File: src/common/cam_pkg.sv
package cam_pkg;
    // ***********************************************
    // register byte offsets
    // ***********************************************
    localparam logic [7:0] MOD_SPAN = 8'h80;      // module blocks below this
    localparam logic [1:0] SEL_MODE = 2'h0;       // module_mode_register
    localparam logic [1:0] SEL_CMPL = 2'h1;       // compare_low
    localparam logic [1:0] SEL_CMPH = 2'h2;       // compare_high
    localparam logic [1:0] SEL_AUX = 2'h3;        // pwm_aux_register
    localparam logic [7:0] OFF_COUNT = 8'h80;     // shared counter, read only
    localparam logic [7:0] OFF_FLAGS = 8'h84;     // event flags, write 0 clears
    localparam logic [7:0] OFF_PAIR = 8'h88;      // pair buffer enables 0/2/4
    localparam logic [7:0] OFF_AUX9 = 8'hA4;      // auxiliary_control_nine
    // ***********************************************
    // mode register fields
    // ***********************************************
    localparam int B_PAIR6 = 7;
    localparam int B_ECOM = 6;
    localparam int B_RISE = 5;
    localparam int B_FALL = 4;
    localparam int B_MAT = 3;
    localparam int B_TOG = 2;
    localparam int B_PWM = 1;
    localparam int B_IRQ = 0;
    // ***********************************************
    // pwm aux fields
    // ***********************************************
    localparam int B_RES_HI = 7;
    localparam int B_RES_LO = 6;
    localparam int B_FLAG = 3;
    localparam int B_INV = 2;
    localparam int B_EXT_H = 1;
    localparam int B_EXT_L = 0;
    localparam logic [7:0] AUX_WMASK = 8'hC7;     // reserved bits read zero
    localparam logic [7:0] AUX9_WMASK = 8'h3F;
    localparam int B_STEP_HI = 3;
    localparam int B_STEP_LO = 2;
    // ***********************************************
    // reset values and bus answers
    // ***********************************************
    localparam logic [7:0] RST_BYTE = 8'h00;
    localparam logic [15:0] RST_COUNT = 16'h0000;
    localparam logic [1:0] RESP_OKAY = 2'h0;
    localparam logic [1:0] RESP_SLVERR = 2'h2;
    typedef enum logic [1:0] {
        CAM_RES8 = 2'b00,
        CAM_RES10 = 2'b01,
        CAM_RES12 = 2'b10,
        CAM_RES16 = 2'b11
    } cam_res_type;
endpackage

File: src/rtl/cam_counter_array.sv
module cam_counter_array (
    input wire logic ref_clk_i,                // system clock
    input wire logic reset_n_i,                // async reset, active low
    input wire logic [7:0] s_axi_awaddr_i,     // write address
    input wire logic s_axi_awvalid_i,          // write address valid
    output logic s_axi_awready_o,              // write address ready
    input wire logic [31:0] s_axi_wdata_i,     // write data
    input wire logic [3:0] s_axi_wstrb_i,      // write strobes
    input wire logic s_axi_wvalid_i,           // write data valid
    output logic s_axi_wready_o,               // write data ready
    output logic [1:0] s_axi_bresp_o,          // write response
    output logic s_axi_bvalid_o,               // write response valid
    input wire logic s_axi_bready_i,           // write response ready
    input wire logic [7:0] s_axi_araddr_i,     // read address
    input wire logic s_axi_arvalid_i,          // read address valid
    output logic s_axi_arready_o,              // read address ready
    output logic [31:0] s_axi_rdata_o,         // read data
    output logic [1:0] s_axi_rresp_o,          // read response
    output logic s_axi_rvalid_o,               // read data valid
    input wire logic s_axi_rready_i,           // read data ready
    input wire logic [7:0] module_pin_i,       // capture inputs, async
    output logic [7:0] module_pin_o,           // waveform outputs
    output logic [7:0] module_pin_oe_o,        // pin driven by module
    output logic [7:0] module_irq_o,           // per-module interrupt request
    input wire logic timer_zero_overflow_i,    // step source pulse
    input wire logic timer_one_overflow_i,     // step source pulse
    input wire logic timer_three_overflow_i,   // step source pulse
    input wire logic serial_zero_baud_overflow_i // step source pulse
);
    // ***********************************************
    // state
    // ***********************************************
    logic [15:0] cnt_ff;
    logic [7:0] mode_ff [8];
    logic [7:0] cl_ff [8];
    logic [7:0] ch_ff [8];
    logic [7:0] aux_ff [8];
    logic [16:0] act_ff [8];
    logic [7:0] flag_ff, wave_ff, pin_ff, oe_ff, irq_ff;
    logic [7:0] sync1_ff, sync2_ff, prev_ff;
    logic [2:0] pair_ff;
    logic [7:0] aux9_ff;
    logic awready_ff, bvalid_ff, arready_ff, rvalid_ff;
    logic [1:0] bresp_ff, rresp_ff;
    logic [31:0] rdata_ff;

    // resolution to counter mask
    function automatic logic [15:0] res_mask(input logic [1:0] res);
        logic [15:0] m;
        m = 16'h00FF;
        case (res)
            cam_pkg::CAM_RES10: m = 16'h03FF;
            cam_pkg::CAM_RES12: m = 16'h0FFF;
            cam_pkg::CAM_RES16: m = 16'hFFFF;
            default: m = 16'h00FF;
        endcase
        return m;
    endfunction

    // ***********************************************
    // bus decode
    // ***********************************************
    wire wr_go = s_axi_awvalid_i & s_axi_wvalid_i & ~awready_ff & ~bvalid_ff;
    wire rd_go = s_axi_arvalid_i & ~arready_ff & ~rvalid_ff;
    wire [7:0] wa = s_axi_awaddr_i;
    wire [7:0] ra = s_axi_araddr_i;
    wire [7:0] wd = s_axi_wdata_i[7:0];
    wire wr_b0 = wr_go & s_axi_wstrb_i[0];
    wire wr_mod = wr_b0 & (wa < cam_pkg::MOD_SPAN);
    wire wr_flags = wr_b0 & (wa == cam_pkg::OFF_FLAGS);
    wire wr_pair = wr_b0 & (wa == cam_pkg::OFF_PAIR);
    wire wr_aux9 = wr_b0 & (wa == cam_pkg::OFF_AUX9);
    wire wa_ok = (wa < cam_pkg::MOD_SPAN) | (wa == cam_pkg::OFF_COUNT) | (wa == cam_pkg::OFF_FLAGS)
        | (wa == cam_pkg::OFF_PAIR) | (wa == cam_pkg::OFF_AUX9);

    // read mux
    logic [7:0] rd_byte;
    logic rd_ok;
    always_comb begin
        rd_ok = 1'b1;
        rd_byte = 8'h00;
        if (ra < cam_pkg::MOD_SPAN) begin
            if (ra[3:2] == cam_pkg::SEL_MODE) rd_byte = mode_ff[ra[6:4]];
            else if (ra[3:2] == cam_pkg::SEL_CMPL) rd_byte = cl_ff[ra[6:4]];
            else if (ra[3:2] == cam_pkg::SEL_CMPH) rd_byte = ch_ff[ra[6:4]];
            else rd_byte = aux_ff[ra[6:4]] | {4'h0, flag_ff[ra[6:4]], 3'h0};
        end else if (ra == cam_pkg::OFF_FLAGS) rd_byte = flag_ff;
        else if (ra == cam_pkg::OFF_PAIR) rd_byte = {5'h00, pair_ff};
        else if (ra == cam_pkg::OFF_AUX9) rd_byte = aux9_ff;
        else if (ra != cam_pkg::OFF_COUNT) rd_ok = 1'b0;
    end
    wire [31:0] rd_word = (ra == cam_pkg::OFF_COUNT) ? {16'h0000, cnt_ff} : {24'h000000, rd_byte};

    // ***********************************************
    // capture edges and step event
    // ***********************************************
    wire [7:0] rise_edge = sync2_ff & ~prev_ff;
    wire [7:0] fall_edge = ~sync2_ff & prev_ff;
    wire [1:0] step_sel = aux9_ff[cam_pkg::B_STEP_HI:cam_pkg::B_STEP_LO];
    // step source pick
    wire step = (step_sel == 2'b00) ? timer_zero_overflow_i :
                (step_sel == 2'b01) ? timer_one_overflow_i :
                (step_sel == 2'b10) ? timer_three_overflow_i : serial_zero_baud_overflow_i;
    // pair enables; 6/7 from module 6 mode bit 7
    wire [3:0] pair_on = {mode_ff[6][cam_pkg::B_PAIR6], pair_ff};

    // ***********************************************
    // per-module decode
    // ***********************************************
    wire [7:0] cap_go, fifo_on, pwm_on, compare_on_pwm_match_on, hso_on, m16, pm, lvl, ovf, buf_on, set_ev;
    wire [7:0] nxt_cl [8];
    wire [7:0] nxt_ch [8];
    wire [16:0] reload [8];
    wire [16:0] cmp [8];
    logic [7:0] nxt_wave;
    genvar g;
    for (g = 0; g < 8; g++) begin : gm
        wire [7:0] md = mode_ff[g];
        wire [1:0] res = aux_ff[g][cam_pkg::B_RES_HI:cam_pkg::B_RES_LO];
        wire [15:0] mask = res_mask(res);
        wire [15:0] cnt_m = cnt_ff & mask; // shared counter
        wire ecom = md[cam_pkg::B_ECOM];
        wire rise = (g < 6) & md[cam_pkg::B_RISE];
        wire fall = md[cam_pkg::B_FALL];
        wire mat = md[cam_pkg::B_MAT];
        wire tog = md[cam_pkg::B_TOG];
        wire pwm = md[cam_pkg::B_PWM];
        wire own_wr = wr_mod & (wa[6:4] == 3'(g));
        wire partner_cap;
        wire fifo_prev;
        // capture qualifier, modules 6/7 excluded
        assign cap_go[g] = (g < 6) & ~mat & ~tog & ~pwm
            & ((rise & rise_edge[g]) | (fall & fall_edge[g]));
        assign pwm_on[g] = pwm & ecom;
        assign fifo_on[g] = (g < 7) & pwm_on[g] & fall & ~mat & ~tog;
        assign compare_on_pwm_match_on[g] = pwm_on[g] & tog & ~mat & ~fall;
        assign hso_on[g] = ecom & mat & tog & ~pwm & ~rise & ~fall;
        assign m16[g] = ecom & ~pwm & (cnt_ff == {ch_ff[g], cl_ff[g]});
        assign buf_on[g] = (res == cam_pkg::CAM_RES8) | pair_on[g/2];
        // 8-bit uses {ext_h, high}; high resolution whole word
        assign reload[g] = (res == cam_pkg::CAM_RES8) ? {8'h00, aux_ff[g][cam_pkg::B_EXT_H], ch_ff[g]}
            : {aux_ff[g][cam_pkg::B_EXT_H], ch_ff[g], cl_ff[g]};
        // unbuffered takes bytes as written
        assign cmp[g] = buf_on[g] ? act_ff[g] : {1'b0, {ch_ff[g], cl_ff[g]} & mask};
        assign ovf[g] = (cnt_m == mask);
        assign lvl[g] = ({1'b0, cnt_m} >= cmp[g]);
        assign pm[g] = pwm_on[g] & ({1'b0, cnt_m} == cmp[g]);
        assign set_ev[g] = cap_go[g] | (mat & m16[g]) | (pwm_on[g] & mat & pm[g]);
        // odd module buffers the even partner's capture
        if (g % 2 == 1 && g < 6) begin : godd
            assign partner_cap = cap_go[g-1] & pair_on[g/2];
        end else begin : geven
            assign partner_cap = 1'b0;
        end
        if (g > 0) begin : gprev
            assign fifo_prev = fifo_on[g-1];
        end else begin : gfirst
            assign fifo_prev = 1'b0;
        end
        // byte chain: ch[n] <- cl[n+1] <- ch[n+1] <- ch[n]
        if (g < 7) begin : gch
            assign nxt_ch[g] = cap_go[g] ? cnt_ff[15:8] : partner_cap ? ch_ff[g-(g%2)]
                : (fifo_on[g] & step) ? cl_ff[g+1] : (fifo_prev & step) ? ch_ff[(g > 0) ? g - 1 : 0]
                : (own_wr & wa[3:2] == cam_pkg::SEL_CMPH) ? wd : ch_ff[g];
        end else begin : gch7
            assign nxt_ch[g] = (fifo_prev & step) ? ch_ff[g-1]
                : (own_wr & wa[3:2] == cam_pkg::SEL_CMPH) ? wd : ch_ff[g];
        end
        assign nxt_cl[g] = cap_go[g] ? cnt_ff[7:0] : partner_cap ? cl_ff[g-(g%2)]
            : (fifo_prev & step) ? ch_ff[g]
            : (own_wr & wa[3:2] == cam_pkg::SEL_CMPL) ? wd : cl_ff[g];
        // waveform: pair start/end edges, toggles, plain pwm level
        if (g % 2 == 0 && g < 6) begin : gpair
            always_comb begin
                nxt_wave[g] = wave_ff[g];
                if (compare_on_pwm_match_on[g] & pair_on[g/2]) begin
                    if (pm[g]) nxt_wave[g] = 1'b1;
                    else if (pm[g+1]) nxt_wave[g] = 1'b0;
                end else if (compare_on_pwm_match_on[g]) begin
                    if (pm[g]) nxt_wave[g] = ~wave_ff[g];
                end else if (pwm_on[g]) nxt_wave[g] = lvl[g];
                else if (hso_on[g] & m16[g]) nxt_wave[g] = ~wave_ff[g];
            end
        end else begin : gsolo
            always_comb begin
                nxt_wave[g] = wave_ff[g];
                if (compare_on_pwm_match_on[g]) begin
                    if (pm[g]) nxt_wave[g] = ~wave_ff[g];
                end else if (pwm_on[g]) nxt_wave[g] = lvl[g];
                else if (hso_on[g] & m16[g]) nxt_wave[g] = ~wave_ff[g];
            end
        end
    end

    // flags: set wins over software zero write
    logic [7:0] keep_mask;
    always_comb begin
        keep_mask = 8'hFF;
        if (wr_flags) keep_mask = wd;
        for (int i = 0; i < 8; i++) begin
            if (wr_mod & (wa[6:4] == 3'(i)) & (wa[3:2] == cam_pkg::SEL_AUX) & ~wd[cam_pkg::B_FLAG])
                keep_mask[i] = 1'b0;
        end
    end
    wire [7:0] nxt_flag = (flag_ff & keep_mask) | set_ev;

    // ***********************************************
    // pin sync, counter, flags, outputs
    // ***********************************************
    // no dead-time, break or central alignment path exists
    always_ff @(posedge ref_clk_i or negedge reset_n_i) begin
        if (!reset_n_i) begin
            sync1_ff <= 8'h00;
            sync2_ff <= 8'h00;
            prev_ff <= 8'h00;
            cnt_ff <= cam_pkg::RST_COUNT;
            flag_ff <= 8'h00;
            wave_ff <= 8'h00;
            pin_ff <= 8'h00;
            oe_ff <= 8'h00;
            irq_ff <= 8'h00;
            pair_ff <= 3'h0;
            aux9_ff <= cam_pkg::RST_BYTE;
        end else begin
            sync1_ff <= module_pin_i;
            sync2_ff <= sync1_ff;
            prev_ff <= sync2_ff;
            cnt_ff <= cnt_ff + 16'h0001;
            flag_ff <= nxt_flag;
            wave_ff <= nxt_wave;
            irq_ff <= nxt_flag & {mode_ff[7][0], mode_ff[6][0], mode_ff[5][0], mode_ff[4][0],
                mode_ff[3][0], mode_ff[2][0], mode_ff[1][0], mode_ff[0][0]};
            for (int i = 0; i < 8; i++) begin
                pin_ff[i] <= nxt_wave[i] ^ aux_ff[i][cam_pkg::B_INV];
                oe_ff[i] <= mode_ff[i][cam_pkg::B_PWM] | mode_ff[i][cam_pkg::B_TOG];
            end
            if (wr_pair) pair_ff <= wd[2:0];
            if (wr_aux9) aux9_ff <= wd & cam_pkg::AUX9_WMASK;
        end
    end

    // module registers and active compare reload
    always_ff @(posedge ref_clk_i or negedge reset_n_i) begin
        if (!reset_n_i) begin
            for (int i = 0; i < 8; i++) begin
                mode_ff[i] <= cam_pkg::RST_BYTE;
                cl_ff[i] <= cam_pkg::RST_BYTE;
                ch_ff[i] <= cam_pkg::RST_BYTE;
                aux_ff[i] <= cam_pkg::RST_BYTE;
                act_ff[i] <= 17'h00000;
            end
        end else begin
            for (int i = 0; i < 8; i++) begin
                cl_ff[i] <= nxt_cl[i];
                ch_ff[i] <= nxt_ch[i];
                if (pwm_on[i] & ovf[i]) act_ff[i] <= reload[i];
                if (wr_mod & (wa[6:4] == 3'(i))) begin
                    if (wa[3:2] == cam_pkg::SEL_MODE)
                        mode_ff[i] <= (i >= 6) ? (wd & ((i == 6) ? 8'hDF : 8'h5F)) : wd;
                    if (wa[3:2] == cam_pkg::SEL_AUX) aux_ff[i] <= wd & cam_pkg::AUX_WMASK;
                end
            end
        end
    end

    // ***********************************************
    // axi4-lite handshake
    // ***********************************************
    always_ff @(posedge ref_clk_i or negedge reset_n_i) begin
        if (!reset_n_i) begin
            awready_ff <= 1'b0;
            bvalid_ff <= 1'b0;
            bresp_ff <= cam_pkg::RESP_OKAY;
            arready_ff <= 1'b0;
            rvalid_ff <= 1'b0;
            rresp_ff <= cam_pkg::RESP_OKAY;
            rdata_ff <= 32'h00000000;
        end else begin
            awready_ff <= wr_go;
            if (wr_go) begin
                bvalid_ff <= 1'b1;
                bresp_ff <= wa_ok ? cam_pkg::RESP_OKAY : cam_pkg::RESP_SLVERR;
            end else if (s_axi_bready_i) bvalid_ff <= 1'b0;
            arready_ff <= rd_go;
            if (rd_go) begin
                rvalid_ff <= 1'b1;
                rdata_ff <= rd_ok ? rd_word : 32'h00000000;
                rresp_ff <= rd_ok ? cam_pkg::RESP_OKAY : cam_pkg::RESP_SLVERR;
            end else if (s_axi_rready_i) rvalid_ff <= 1'b0;
        end
    end

    assign s_axi_awready_o = awready_ff;
    assign s_axi_wready_o = awready_ff;
    assign s_axi_bvalid_o = bvalid_ff;
    assign s_axi_bresp_o = bresp_ff;
    assign s_axi_arready_o = arready_ff;
    assign s_axi_rvalid_o = rvalid_ff;
    assign s_axi_rresp_o = rresp_ff;
    assign s_axi_rdata_o = rdata_ff;
    assign module_pin_o = pin_ff;
    assign module_pin_oe_o = oe_ff;
    assign module_irq_o = irq_ff;

    // ***********************************************
    // assertions
    // ***********************************************
    a_capture_load: assert property (@(posedge ref_clk_i) disable iff (!reset_n_i)
        cap_go[0] |=> (cl_ff[0] == $past(cnt_ff[7:0])) && (ch_ff[0] == $past(cnt_ff[15:8])) && flag_ff[0])
        else $error("capture did not load counter");
    a_no_cap_hi: assert property (@(posedge ref_clk_i) disable iff (!reset_n_i)
        cap_go[7:6] == 2'b00) else $error("capture on module 6 or 7");
    a_irq_gate: assert property (@(posedge ref_clk_i) disable iff (!reset_n_i)
        ##1 module_irq_o[1] == (flag_ff[1] & $past(mode_ff[1][0]))) else $error("irq not gated by flag");
    a_flag_sticky: assert property (@(posedge ref_clk_i) disable iff (!reset_n_i)
        (flag_ff[1] && !wr_go) |=> flag_ff[1]) else $error("flag cleared without write");
    a_buf_capture: assert property (@(posedge ref_clk_i) disable iff (!reset_n_i)
        (cap_go[0] && pair_on[0]) |=> cl_ff[1] == $past(cl_ff[0])) else $error("pair buffer not shifted");
    a_hso_toggle: assert property (@(posedge ref_clk_i) disable iff (!reset_n_i)
        (hso_on[3] && m16[3]) |=> module_pin_o[3] != $past(module_pin_o[3])) else $error("no toggle on match");
    a_pwm_level: assert property (@(posedge ref_clk_i) disable iff (!reset_n_i)
        (pwm_on[2] && !compare_on_pwm_match_on[2] && !fifo_on[2]) |=> wave_ff[2] == $past(lvl[2])) else $error("pwm level wrong");
    a_pwm_reload: assert property (@(posedge ref_clk_i) disable iff (!reset_n_i)
        (pwm_on[2] && ovf[2]) |=> act_ff[2] == $past(reload[2])) else $error("compare not reloaded");
    a_fifo_step: assert property (@(posedge ref_clk_i) disable iff (!reset_n_i)
        (fifo_on[0] && step && !cap_go[0]) |=> ch_ff[0] == $past(cl_ff[1])) else $error("fifo did not step");
    // counter check waits one edge after release, the first edge still sees reset
    a_counter_run: assert property (@(posedge ref_clk_i) disable iff (!reset_n_i)
        $past(reset_n_i) |-> cnt_ff == $past(cnt_ff) + 16'h0001) else $error("shared counter stalled");
    a_no_rise_hi: assert property (@(posedge ref_clk_i) disable iff (!reset_n_i)
        !mode_ff[6][cam_pkg::B_RISE] && !mode_ff[7][cam_pkg::B_RISE]) else $error("rise bit kept on module 6 or 7");
    // buffered pair edges: even match starts the pulse, odd match ends it
    a_pair_start: assert property (@(posedge ref_clk_i) disable iff (!reset_n_i)
        (compare_on_pwm_match_on[0] && pair_on[0] && pm[0]) |=> wave_ff[0]) else $error("pair pulse did not start");
    a_pair_end: assert property (@(posedge ref_clk_i) disable iff (!reset_n_i)
        (compare_on_pwm_match_on[0] && pair_on[0] && pm[1] && !pm[0]) |=> !wave_ff[0]) else $error("pair pulse did not end");
    // fifo tail byte and 8-bit wrap point
    a_fifo_tail: assert property (@(posedge ref_clk_i) disable iff (!reset_n_i)
        (fifo_on[0] && step && !cap_go[1]) |=> ch_ff[1] == $past(ch_ff[0])) else $error("fifo tail not moved");
    a_res_wrap: assert property (@(posedge ref_clk_i) disable iff (!reset_n_i)
        (aux_ff[2][7:6] == cam_pkg::CAM_RES8) |-> ovf[2] == (cnt_ff[7:0] == 8'hFF)) else $error("wrong wrap point");
endmodule

File: config.mk
export PLATFORM = sky130hd
export DESIGN_NAME = cam_counter_array
export DESIGN_NICKNAME = d
export VERILOG_FILES = /design/src/common/cam_pkg.sv /design/src/rtl/cam_counter_array.sv
export SDC_FILE = /design/constraint.sdc
export NUM_CORES = 2
export LEC_CHECK = 0
export BUFFER_PORTS_ARGS = -buffer_cell sky130_fd_sc_hd__buf_2
export CAP_MARGIN = 20
export CORE_ASPECT_RATIO = 0.7
export CORE_UTILIZATION = 40
export DETAILED_ROUTE_END_ITERATION = 16
export HOLD_SLACK_MARGIN = 0.1
export SYNTH_ARGS = -nofsm -noshare
export SYNTH_HDL_FRONTEND = slang
export SYNTH_SLANG_ARGS = --single-unit
export TNS_END_PERCENT = 1
File: constraint.sdc
create_clock -name ref_clk_i -period 2.95 [get_ports ref_clk_i]
set_clock_uncertainty 0.05 [all_clocks]
set_input_delay 0.7375 -clock ref_clk_i [delete_from_list [all_inputs] [get_ports ref_clk_i]]
set_output_delay 0.7375 -clock ref_clk_i [all_outputs]
set_load 0.005 [all_outputs]
==> run metrics <==
post-DR vias/cell=6.224; clock power share=34.4%; status=finished with violations; Critical Path End Type=flop; CTS H-tree depth=2; highest-delay cell along the critical path=dfrtp_1; area of placed instances=35460 um2; critical path required time=3.40 ns; via count=28.97k; maximum root-to-sink buffer count=3; TritonCTS buffer count=50; Power Dens Cells=541.9 nW/um2; Final ANT Viol Nets=0; post-synth top area share=38.09%; leak pwr=17.73 nW; ratio of cells with drive above 1 in the final layout=26.22%; Slew Viols, Final=0; failing checks=setup timing; starting density of the core=40.74%; startpoint types=flop; Die W=334.1 um; Final Setup Violations=11; post-synth top area cell=dfrtp_1; Int Power=0.01315 W; worst vdd ir=0.3544 mV; register area share after synthesis=38.09%; Port Buf Inserts=88; crit path max fanout=5; CP peak stage delay=0.41 ns; multi-input logic area=17990 um2; Top cell by count, worst path=nand4_1; Post-Route WL=132300 um; max_slew headroom=32.35%; die height=234.4 um; Nets=3781; clock slew at reported path FFs=0.07 ns; asr flop ratio synth=100.0%; Sw Share=35.28%; # DRC=0; RSZ-0062 raised after global routing=true; Final min period=3.129 ns; initial antenna violation count=7; Post-synth EDFFs=0; most common cell after layout, fill and taps aside=dfrtp_1; Ys Warns=0; worst min-delay path class=in2reg; drt first pass iters=10; core footprint=75780 um2; Final WS setup=-0.1788 ns; CTS tree=done; FF+latch count, synth=470; die area=78320 um2; first-pass GRT wire length=190400 um; fillers=7041; worst slew pin tran=1.011 ns; ys flop type=dfrtp_1; main area contributors after synthesis=dfrtp_1 (38%), mux2i_1 (7.2%), nand2_1 (5.6%); commonest non-fill, non-tap cells in the layout=dfrtp_1 (465), nand2_1 (455), buf_4 (430); Switch Pwr=0.007171 W; combinational power share=27.5%; RD Place Congestion=1.074; DP HPWL=99640 um; largest net degree at the start of global routing=102; fin area=37500 um2; cells after synthesis=3235; clk_lat worst skew=0.62 ns; row count=84; arrival time worst endpoint=3.58 ns; path type of the worst setup path=reg2reg; syn_area_per_cell=9.544 um2; Cell Area, Synth=30870 um2; CP cell instances=buf_6 > o21bai_4 > buf_12 > mux2i_1 > ha_1 > nand4_1 > nor4_4 > buf_4 > nand4_1 > o21ai_1 > a21o_1 > o211ai_1 > xor2_1; DR WL/cell=28.42 um; Fin. Hold Viols=0; Netlist cell types=98; Overflow after GRT=0; post-layout util=49.49%; FF+latch area=11770 um2; Layout area overhead=21.47%; MaxCap Viol Count=0; root buf cell=clkbuf_16; clock sink count=470; Total Power=0.02032 W; Total GRT Usage=33.48%; fmax=0.3196 GHz; vias in the first global route=26.50k; Fin Setup TNS=-0.6509 ns; sequential share of power=38.1%; Tcrit/Tclk final=106.1%; DRT iter0 DRCs=4676; Ports=136
==> layer usage <==
layer  up-vias  part of all wire [%]  GRT usage [%]
met5         -                  0.17          1.155
met4        12                   3.3          8.802
met3       387                    18          16.61
met2      2291                    35          40.93
met1     13920                    44          50.13
li1      12370                     -              -
==> per-stage QoR <==
step | setup WS, ns | cells | hold slack [ns]
2_1_floorplan | -0.09789 | 3252 | 0.2812
3_3_place_gp | -0.3908 | 4555 | 0.2817
3_5_place_dp | -0.2912 | 4555 | 0.2864
4_1_cts | -0.1507 | 4647 | 0.1462
5_1_grt | -0.2246 | 4652 | 0.1532
6_report | -0.1788 | 4655 | 0.1668
==> final timing paths <==
path / start / end / slack, ns / depth (start not counted)
min in group asynchronous: reset_n_i / act_ff[134] / 0.55 / 2
max: pair_ff[1] / module_pin_o[2] / -0.18 / 13
min reg2reg: sync1_ff[0] / sync2_ff[0] / 0.30 / 0
min: module_pin_i[0] / sync1_ff[0] / 0.17 / 1
max reg2reg: pair_ff[1] / module_pin_o[2] / -0.18 / 13
max in group asynchronous: reset_n_i / gm[6].md[7] / 1.39 / 3
==> repair_timing <==
item / 4_1_cts / 5_1_grt
buffers inserted: 0 / 4
hold buffers: 1 / 0
cloned: 0 / 1
resized for setup: 19 / 44
hold endpoints to repair: 21 / 0
pin swaps: 9 / 23
endpoints found under the setup margin: 85 / 25
==> synth_stat cells (15+ instances only) <==
cell	count
a211oi_1	15
a21o_1	21
a21oi_1	197
a22o_1	26
a22oi_1	50
a31oi_1	24
and2_1	57
and3_1	36
buf_1	18
buf_2	71
buf_4	31
clkbuf_1	156
dfrtp_1	470
ha_1	129
inv_1	29
mux2_2	121
mux2i_1	221
mux4_2	69
nand2_1	459
nand2b_1	15
nand3_1	58
nand3b_1	17
nand4_1	53
nor2_1	131
nor2b_1	15
nor3_1	19
nor4_1	15
o211ai_1	22
o21ai_0	314
xnor2_1	93
xor2_1	62
==> power by group through the flow <==
| stage | clock network [W] | logic (W) | registers (W) |
|---|---|---|---|
| after floorplan | 0 | 0.00249 | 0.00759 |
| after global placement | 0 | 0.00515 | 0.00780 |
| after detailed placement | 0 | 0.00519 | 0.00780 |
| after CTS | 0.00704 | 0.00522 | 0.00768 |
| after global routing | 0.00726 | 0.00566 | 0.00777 |
| final | 0.00699 | 0.00559 | 0.00775 |
==> flip-flops by register name (all words and copies together) (netlist names), 16 cells and up <==
register / flops
aux_ff: 40
cnt_ff: 16
ch_ff: 64
cl_ff: 64
gm.md: 61
act_ff: 136
s_axi_rdata_o: 16
==> layout make-up <==
class                   count  share of cell area, %
diodes                      3                0.02002
clock buffers              63                  3.683
clock inverters            28                 0.9775
inverters                  31                 0.3103
multi-input cells        2465                  47.96
flip-flops and latches    470                  31.38
well taps                1032                  3.443
repair buffers            563                  12.23
==> critical path, delay by kind of cell, from the launching register on <==
family	cells	cell delay, ns
mux	1	0.11
xor+xnor	1	0.19
buf+inv	3	0.49
fa+ha+maj	1	0.31
flops	1	0.41
compound gates	4	0.64
simple gates	3	0.78
==> cells by family (layout without fill, tap and decap cells) <==
group                    Yosys count  count (layout)  share of synthesized area, %
AND/OR/NAND/NOR                  947             947                         14.73
AO/OA/AOI/OAI                    805             805                         16.16
multiplexers                     411             411                         16.61
flip-flops                       470             470                         38.09
buffers and inverters            317             685                         4.770
other                              1              21                       0.01215
adder cells (fa/ha/maj)          129             129                         5.228
XOR/XNOR                         155             155                         4.397
Power figures use the tool's default switching activity.
